[src/rtl/vsc_pkg.sv]
`default_nettype none
package vsc_pkg;
  // Board clock and backplane clock rates
  localparam int MCLK_MHZ   = 200;
  localparam int SYSCLK_MHZ = 16;
  // Fractional divider: one toggle each time the accumulator wraps
  localparam logic [7:0] CLK_ACC_STEP = 8'(2 * SYSCLK_MHZ);
  localparam logic [7:0] CLK_ACC_MOD  = 8'(MCLK_MHZ);
  // Power-up probe window, least time, rounded up to whole cycles
  localparam int PROBE_NS  = 1000;
  localparam int PROBE_CYC = (PROBE_NS * MCLK_MHZ + 999) / 1000;
  localparam logic [7:0] PROBE_LAST = 8'(PROBE_CYC - 1);
  // Register map, word index taken from wb_adr_i[7:2]
  localparam logic [5:0] ADR_MISC = 6'h00;
  // Field positions of misc_control_register
  localparam int B_SW_EN     = 0;
  localparam int B_TMR_EN    = 1;
  localparam int B_SLOT1     = 8;
  localparam int B_PROBE_LOW = 9;
  localparam int B_DECIDED   = 10;
  localparam int B_AUTO_DIS  = 11;
  localparam int B_MANUAL    = 12;
  localparam int B_SYSCLK_ON = 13;
  localparam int B_UNDERV    = 14;
  localparam int B_ROLE      = 15;
  // Reset values
  localparam logic [1:0] CTRL_RST = 2'h0;
  localparam logic [3:0] PIN_RST  = 4'h9;
  // Pin vector positions into the synchroniser
  localparam int P_BG3 = 0;
  localparam int P_AUTO_DIS = 1;
  localparam int P_MANUAL = 2;
  localparam int P_LV_N = 3;
  // Probe sequence
  typedef enum logic [0:0] {VSC_PROBE, VSC_DECIDED} vsc_state_t;
endpackage
`default_nettype wire

[src/rtl/vsc_clkgen.sv]
`default_nettype none
// Backplane clock from the board clock by a phase accumulator
module vsc_clkgen (
  input  wire logic mclk,
  input  wire logic rst_n,
  input  wire logic run_i,
  output var  logic clk_o
);
  logic [7:0] acc_r, acc_nxt;  // Phase accumulator
  logic       clk_r, clk_nxt;  // Output level

  // 200 is not a multiple of 32, so edges jitter by one cycle; the mean is exact
  always_comb begin
    acc_nxt = acc_r;
    clk_nxt = clk_r;
    if (run_i) begin
      if (acc_r + vsc_pkg::CLK_ACC_STEP >= vsc_pkg::CLK_ACC_MOD) begin
        acc_nxt = 8'(acc_r + vsc_pkg::CLK_ACC_STEP - vsc_pkg::CLK_ACC_MOD);
        clk_nxt = ~clk_r;
      end else begin
        acc_nxt = 8'(acc_r + vsc_pkg::CLK_ACC_STEP);
      end
    end else begin
      // Parked low while stopped
      acc_nxt = 8'h00;
      clk_nxt = 1'b0;
    end
  end

  always_ff @(posedge mclk or negedge rst_n) begin
    if (!rst_n) begin
      acc_r <= 8'h00;
      clk_r <= 1'b0;
    end else begin
      acc_r <= acc_nxt;
      clk_r <= clk_nxt;
    end
  end

  assign clk_o = clk_r;
endmodule
`default_nettype wire

[src/rtl/vsc_slot1_ctrl.sv]
// Behaviour
// Pull grant-in level 3 low at power-up
// Line held high elsewhere means not slot 1
// Automatic detection is the default
// Autodetect switch ON ignores probe result
// Manual switch selects slot 1 without autodetect
// Software may force system-controller role
// Slot-1 role enables the bus arbiter
// Slot-1 role drives grant levels 0 to 3
// Bus timer terminates cycles when enabled
// Backplane clock output is 16 MHz
// Clock enabled by probe, switch or software
// Clock runs until power loss or undervoltage
// Slot-1 status readable in control register
// Upstream boards drive grant-out level 3 high; here bgout_oe stays low until the controller role is set
// Decision latched after probe until reset
`default_nettype none
module vsc_slot1_ctrl (
  input  wire logic        mclk,
  input  wire logic        rst_n,
  // Wishbone classic slave
  input  wire logic        wb_cyc_i,
  input  wire logic        wb_stb_i,
  input  wire logic        wb_we_i,
  input  wire logic [7:0]  wb_adr_i,
  input  wire logic [3:0]  wb_sel_i,
  input  wire logic [31:0] wb_dat_i,
  output var  logic [31:0] wb_dat_o,
  output var  logic        wb_ack_o,
  // Open-drain grant-in level 3 probe pin
  input  wire logic        bg3in_i,
  output var  logic        bg3in_o,
  output var  logic        bg3in_oe,
  // Board switches and supply monitor
  input  wire logic        autodetect_disable_switch,
  input  wire logic        manual_slot1_switch,
  input  wire logic        low_voltage_n,
  // On-board arbiter and bus timer, same clock
  input  wire logic [3:0]  arb_grant,
  input  wire logic        bus_timer_expired,
  // Backplane side
  output var  logic [3:0]  bgout_n_o,
  output var  logic [3:0]  bgout_oe,
  output var  logic        arbiter_enable,
  output var  logic        bus_timeout_term,
  output var  logic        sysclk_o,
  output var  logic        sysclk_oe
);

  // Synchronised pins
  logic [3:0] pin_lvl;
  logic       bg3_lvl, auto_dis, manual_on, underv;

  vsc_sync #(
    .W   (4),
    .RST (vsc_pkg::PIN_RST)
  ) u_sync (
    .mclk  (mclk),
    .rst_n (rst_n),
    .pin_i ({low_voltage_n, manual_slot1_switch, autodetect_disable_switch, bg3in_i}),
    .lvl_o (pin_lvl)
  );

  assign bg3_lvl   = pin_lvl[vsc_pkg::P_BG3];
  assign auto_dis  = pin_lvl[vsc_pkg::P_AUTO_DIS];
  assign manual_on = pin_lvl[vsc_pkg::P_MANUAL];
  assign underv    = ~pin_lvl[vsc_pkg::P_LV_N];

  // Probe sequencer state
  vsc_pkg::vsc_state_t state_r, state_nxt;
  logic [7:0] cnt_r, cnt_nxt;          // Probe window counter
  logic       probe_low_r, probe_low_nxt; // Line was pulled low
  logic       slot1_r, slot1_nxt;      // Latched slot-1 decision
  logic       probe_oe_r, probe_oe_nxt; // Probe pin drive

  // Probe the line for a fixed window, then freeze the decision
  always_comb begin
    state_nxt     = state_r;
    cnt_nxt       = cnt_r;
    probe_low_nxt = probe_low_r;
    slot1_nxt     = slot1_r;
    case (state_r)
      vsc_pkg::VSC_PROBE: begin
        if (cnt_r == vsc_pkg::PROBE_LAST) begin
          // Low level means nobody upstream drives it: slot 1
          probe_low_nxt = ~bg3_lvl;
          // Switch ON bypasses the probe, default uses it
          slot1_nxt = auto_dis ? manual_on : ~bg3_lvl;
          state_nxt = vsc_pkg::VSC_DECIDED;
        end else begin
          cnt_nxt = 8'(cnt_r + 8'h01);
        end
      end
      vsc_pkg::VSC_DECIDED: begin
        // Held until the next power-up reset
        state_nxt = vsc_pkg::VSC_DECIDED;
      end
      default: state_nxt = vsc_pkg::VSC_PROBE;
    endcase
    // Drive low only while probing; released afterwards
    probe_oe_nxt = (state_nxt == vsc_pkg::VSC_PROBE);
  end

  always_ff @(posedge mclk or negedge rst_n) begin
    if (!rst_n) begin
      state_r     <= vsc_pkg::VSC_PROBE;
      cnt_r       <= 8'h00;
      probe_low_r <= 1'b0;
      slot1_r     <= 1'b0;
      probe_oe_r  <= 1'b0;
    end else begin
      state_r     <= state_nxt;
      cnt_r       <= cnt_nxt;
      probe_low_r <= probe_low_nxt;
      slot1_r     <= slot1_nxt;
      probe_oe_r  <= probe_oe_nxt;
    end
  end

  // Register bus
  logic [1:0]  ctrl_r, ctrl_nxt;   // Software enable and timer enable
  logic        ack_r, ack_nxt;
  logic [31:0] dat_r, dat_nxt;
  logic        req, hit;
  logic        role, decided;
  logic        sysclk_on_r, sysclk_on_nxt;

  assign req     = wb_cyc_i & wb_stb_i & ~ack_r;
  assign hit     = (wb_adr_i[7:2] == vsc_pkg::ADR_MISC);
  assign decided = (state_r == vsc_pkg::VSC_DECIDED);
  // Either the latched decision or software makes us controller
  assign role    = (decided & slot1_r) | ctrl_r[vsc_pkg::B_SW_EN];

  // One wait state: ack the cycle after the request, drop it after
  always_comb begin
    ack_nxt  = req;
    ctrl_nxt = ctrl_r;
    dat_nxt  = 32'h0000_0000;
    if (req && hit) begin
      if (wb_we_i) begin
        if (wb_sel_i[0]) begin
          ctrl_nxt = wb_dat_i[1:0];
        end
      end else begin
        dat_nxt[vsc_pkg::B_SW_EN]     = ctrl_r[vsc_pkg::B_SW_EN];
        dat_nxt[vsc_pkg::B_TMR_EN]    = ctrl_r[vsc_pkg::B_TMR_EN];
        dat_nxt[vsc_pkg::B_SLOT1]     = slot1_r;
        dat_nxt[vsc_pkg::B_PROBE_LOW] = probe_low_r;
        dat_nxt[vsc_pkg::B_DECIDED]   = decided;
        dat_nxt[vsc_pkg::B_AUTO_DIS]  = auto_dis;
        dat_nxt[vsc_pkg::B_MANUAL]    = manual_on;
        dat_nxt[vsc_pkg::B_SYSCLK_ON] = sysclk_on_r;
        dat_nxt[vsc_pkg::B_UNDERV]    = underv;
        dat_nxt[vsc_pkg::B_ROLE]      = role;
      end
    end
    // Unmapped words read zero and ignore writes, but are still acked
  end

  always_ff @(posedge mclk or negedge rst_n) begin
    if (!rst_n) begin
      ack_r  <= 1'b0;
      ctrl_r <= vsc_pkg::CTRL_RST;
      dat_r  <= 32'h0000_0000;
    end else begin
      ack_r  <= ack_nxt;
      ctrl_r <= ctrl_nxt;
      dat_r  <= dat_nxt;
    end
  end

  // System-controller duties
  logic       arb_en_r, arb_en_nxt;
  logic [3:0] bg_n_r, bg_n_nxt, bg_oe_r, bg_oe_nxt;
  logic       term_r, term_nxt;

  // Grant levels float unless the controller role (slot-1 decision or software) drives them
  always_comb begin
    arb_en_nxt = role;
    bg_oe_nxt  = {4{role}};
    bg_n_nxt   = ~arb_grant;
    // Timer only ends cycles as controller and when enabled
    term_nxt   = role & ctrl_r[vsc_pkg::B_TMR_EN] & bus_timer_expired;
    // Sticky once on; only undervoltage stops it
    if (underv) begin
      sysclk_on_nxt = 1'b0;
    end else begin
      sysclk_on_nxt = sysclk_on_r | role;
    end
  end

  always_ff @(posedge mclk or negedge rst_n) begin
    if (!rst_n) begin
      arb_en_r    <= 1'b0;
      bg_oe_r     <= 4'h0;
      bg_n_r      <= 4'hf;
      term_r      <= 1'b0;
      sysclk_on_r <= 1'b0;
    end else begin
      arb_en_r    <= arb_en_nxt;
      bg_oe_r     <= bg_oe_nxt;
      bg_n_r      <= bg_n_nxt;
      term_r      <= term_nxt;
      sysclk_on_r <= sysclk_on_nxt;
    end
  end

  // Clock divider runs only while the driver is on
  vsc_clkgen u_clk (
    .mclk  (mclk),
    .rst_n (rst_n),
    .run_i (sysclk_on_r),
    .clk_o (sysclk_o)
  );

  assign wb_ack_o         = ack_r;
  assign wb_dat_o         = dat_r;
  assign bg3in_o          = 1'b0;
  assign bg3in_oe         = probe_oe_r;
  assign bgout_n_o        = bg_n_r;
  assign bgout_oe         = bg_oe_r;
  assign arbiter_enable   = arb_en_r;
  assign bus_timeout_term = term_r;
  assign sysclk_oe        = sysclk_on_r;
endmodule
`default_nettype wire

[src/rtl/vsc_sync.sv]
`default_nettype none
// Three-stage pin synchroniser; output moves once stages two and three agree
module vsc_sync #(
  parameter int               W   = 4,
  parameter logic [W-1:0]     RST = '0
) (
  input  wire logic         mclk,
  input  wire logic         rst_n,
  input  wire logic [W-1:0] pin_i,
  output var  logic [W-1:0] lvl_o
);
  logic [W-1:0] s1_r, s2_r, s3_r;   // Metastability chain
  logic [W-1:0] lvl_r, lvl_nxt;     // Filtered level

  // Accept a new level only when both late stages hold it
  always_comb begin
    for (int i = 0; i < W; i++) begin
      lvl_nxt[i] = (s2_r[i] == s3_r[i]) ? s3_r[i] : lvl_r[i];
    end
  end

  // Stage one feeds only stage two
  always_ff @(posedge mclk or negedge rst_n) begin
    if (!rst_n) begin
      s1_r  <= RST;
      s2_r  <= RST;
      s3_r  <= RST;
      lvl_r <= RST;
    end else begin
      s1_r  <= pin_i;
      s2_r  <= s1_r;
      s3_r  <= s2_r;
      lvl_r <= lvl_nxt;
    end
  end

  assign lvl_o = lvl_r;
endmodule
`default_nettype wire

[config.mk]
export PLATFORM = sky130hd
export DESIGN_NAME = vsc_slot1_ctrl
export DESIGN_NICKNAME = d
export VERILOG_FILES = /design/src/rtl/vsc_pkg.sv /design/src/rtl/vsc_clkgen.sv /design/src/rtl/vsc_slot1_ctrl.sv /design/src/rtl/vsc_sync.sv
export SDC_FILE = /design/constraint.sdc
export NUM_CORES = 1
export LEC_CHECK = 0
export ABC_CLOCK_PERIOD_IN_PS = 1650
export BUFFER_PORTS_ARGS = -buffer_cell sky130_fd_sc_hd__buf_2
export CAP_MARGIN = 5
export CELL_PAD_IN_SITES_DETAIL_PLACEMENT = 2
export CELL_PAD_IN_SITES_GLOBAL_PLACEMENT = 2
export CORE_MARGIN = 2
export CORE_UTILIZATION = 26
export CTS_BUF_LIST = sky130_fd_sc_hd__clkbuf_2 sky130_fd_sc_hd__clkbuf_4 sky130_fd_sc_hd__clkbuf_8
export DETAILED_ROUTE_END_ITERATION = 8
export PLACE_DENSITY_LB_ADDON = 0.1
export SLEW_MARGIN = 20
export SYNTH_ARGS = -nofsm -noshare
export SYNTH_HDL_FRONTEND = slang
export SYNTH_SLANG_ARGS = --single-unit
[constraint.sdc]
create_clock -name mclk -period 1.65 [get_ports mclk]
set_clock_uncertainty 0.05 [all_clocks]
set_input_delay 0.0825 -clock mclk [delete_from_list [all_inputs] [get_ports mclk]]
set_output_delay 0.0825 -clock mclk [all_outputs]
set_load 0.1 [all_outputs]
==> results.json <==
{
  "status": "finished clean",
  "synth.yosys.warnings": 0,
  "vias": 1481,
  "drc": 0,
  "p_leak_nw": 1.42,
  "slew_headroom_pct": 65.8,
  "min_from": "wb_cyc_i",
  "pre_cts_slack_ps": -103,
  "drv_slew": 0,
  "cp.arrival_ps": 1720,
  "cts_tree": "built",
  "max_cap_viol_count": 0,
  "yosysTopAreaCellShare_pct": 47.4,
  "synth_cell_types": 40,
  "grt_max_degree": 28,
  "p_per_area_nw_per_um2": 933,
  "dpl_cell_area_um2": 2590,
  "hold_path_depth": 4,
  "reg2regPathDepth": 3,
  "htreeDepth": 2,
  "max_freq_ghz": 0.630,
  "hold_ws_ps": 98.2,
  "yosysTopAreaCell": "dfrtp_1",
  "synth_fa_ha_area_share_pct": 4.62,
  "dieArea_um2": 9290,
  "finalCritPeriodShare_pct": 96.2,
  "rows": 33,
  "holdCritPathClass": "in2reg",
  "worst_slack_ps": 62.0,
  "max-vdd-ir-drop_mv": 0.467,
  "ant_nets": 0,
  "avgSynthCellArea_um2": 12.6,
  "ios": 105,
  "synth_seq_cells": 54,
  "startpoint_type": "flip-flop",
  "synth.most_common_cell": "dfrtp_1",
  "yosys.area_share.simple_pct": 11.0,
  "yosysSeqAreaShare_pct": 61.6,
  "reg2reg_slack_ps": 60,
  "dieWidth_um": 96.4,
  "grt_overflow": 0,
  "dpl.hpwl_um": 3860,
  "clk-insertion-delay-late_ps": 300,
  "endpoint_kind": "flip-flop",
  "grt_usage_pct": 11.6,
  "drive_above_1_share_pct": 40.9,
  "min_to": "wb_ack_o$_DFF_PN0_",
  "finalWeightedCongestion": 0.695,
  "synthCells": 176,
  "hold_viol": 0,
  "grt_pass1_wl_um": 8200,
  "synthFlopType": "dfrtp_1",
  "synth-compound-area-share_pct": 4.11,
  "num_antenna_cells": 0,
  "ys_top_cells_by_area": "dfrtp_1 (47%), dfstp_2 (14%), buf_4 (9.1%), ha_1 (2.8%), inv_1 (2.7%)",
  "rr_endpoint": "ctrl_r[1]$_DFFE_PN0P_",
  "nNetsFinal": 314,
  "mappedNetlistArea_um2": 2220,
  "period_needed_ps": 1590,
  "required_ps": 1790,
  "finalInstanceArea_um2": 2910,
  "crit_fanout": 3,
  "dieHeight_um": 96.4,
  "synthXorXnorAreaFrac_pct": 2.37,
  "synthToLayoutAreaGrowth_pct": 31.0,
  "portBuffers": 46,
  "async_flop_share_pct": 100,
  "regToRegStartpoint": "wb_ack_o$_DFF_PN0_",
  "path_clk_slew_ps": 90,
  "numClockSinks": 54,
  "place_inst": 334,
  "synth_edf_count": 0,
  "start_util_pct": 26.9,
  "tightest_slew_ps": 512,
  "core-area_um2": 8260,
  "setup_viol": 0,
  "drt_iter0_drc": 45,
  "firstDrtPassIters": 2,
  "vias_per_cell": 4.15,
  "root_buffer": "clkbuf_8",
  "cts_buffer_depth": 2,
  "fin_util_pct": 35.2,
  "synth_top_family_by_area": "buffers and inverters",
  "rsz0062_at_grt": "false",
  "wl_per_cell_um": 14.0,
  "antenna_found_initial": 0,
  "yosys-top-cells-count": "dfrtp_1 (42), buf_4 (27), inv_1 (16), dfstp_2 (12), and2_1 (7)",
  "final_cells": 357,
  "wl_um": 5000,
  "path_class": "reg2reg",
  "grt_pass1_vias": 1663,
  "muxShareOfSynthArea_pct": 3.78,
  "numCtsBuffers": 5
}
how the worst max path moves through the flow:
stage / from / endpoint / depth (start not counted) / slack, ps
detailed placement: wb_adr_i[3] / ctrl_r[1]$_DFFE_PN0P_ / 4 / -100
finish: wb_ack_o$_DFF_PN0_ / ctrl_r[1]$_DFFE_PN0P_ / 3 / 60
floorplan: wb_ack_o$_DFF_PN0_ / ctrl_r[0]$_DFFE_PN0P_ / 3 / -80
global route: cnt_r[1]$_DFFE_PN0P_ / slot1_r$_DFFE_PN0P_ / 4 / 0.08
CTS: cnt_r[1]$_DFFE_PN0P_ / slot1_r$_DFFE_PN0P_ / 4 / 10
global placement: wb_adr_i[3] / ctrl_r[1]$_DFFE_PN0P_ / 4 / -80
flip-flops by register name, indices dropped and copies added, names as in the netlist:
name	cells
probe_low_r	1
bgout_oe	1
decided	1
bgout_n_o	4
wb_dat_o	10
ctrl_r	2
u_sync.lvl_o	4
wb_ack_o	1
sysclk_oe	1
u_sync.s1_r	4
bg3in_oe	1
u_clk.clk_o	1
cnt_r	8
u_clk.acc_r	5
slot1_r	1
u_sync.s2_r	4
bus_timeout_term	1
u_sync.s3_r	4
layer usage:
metal / share of wire, % / GRT usage [%]
met5: 0 / 0
met2: 62 / 23.2
met4: 0.68 / 3.17
met1: 35 / 12.2
met3: 3.1 / 2.33
cell usage in the layout (no fill, tap or decap), types with 5 or more instances in the layout:
cell type	count
nor4_1	5
buf_2	46
dfrtp_1	41
buf_4	17
inv_1	15
conb_1	23
and2_1	6
dfstp_2	12
dlygate4sd3_1	12
clkbuf_8	5
cells by family after synthesis:
kind of cell	Yosys count
flops	54
mux	7
other cells	1
compound gates	14
buf+inv	46
fa+ha+maj	9
simple gates	39
xor+xnor	6
worst max-delay path, stage by stage (launching register included):
cell      delay (ps)
dfrtp_4          490
nand3b_1         180
or4_4            450
mux2_4           310
through the flow:
stage | power, mW | TNS (ps)
3_3_place_gp | 1.83 | -156
2_1_floorplan | 1.79 | -187
4_1_cts | 2.76 | 0
5_1_grt | 2.85 | 0
3_5_place_dp | 1.83 | -213
6_report | 2.71 | 0
cell type report:
cell class,count,area [um2]
inverter,16,60.1
timing repair buffer,76,498
clock buffer,5,68.8
clock inverter,3,43.8
fill,925,5350
multi-input combinational,98,736
tap,105,131
sequential,54,1370
power breakdown:
part / total (mW) / internal (mW) / switching [mW]
combinational: 0.441 / 0.0757 / 0.366
clock: 0.881 / 0.455 / 0.426
sequential: 1.39 / 1.37 / 0.0208
total: 2.71 / 1.90 / 0.812
timing repair:
item,in CTS,in global routing
gates cloned,0,0
pin swaps,0,1
hold buffers,12,0
resized for setup,4,7
setup endpoints to repair,4,7
endpoints found under the hold margin,23,0
buffers inserted,1,2
Note: power is estimated with default switching activity, not from simulation.
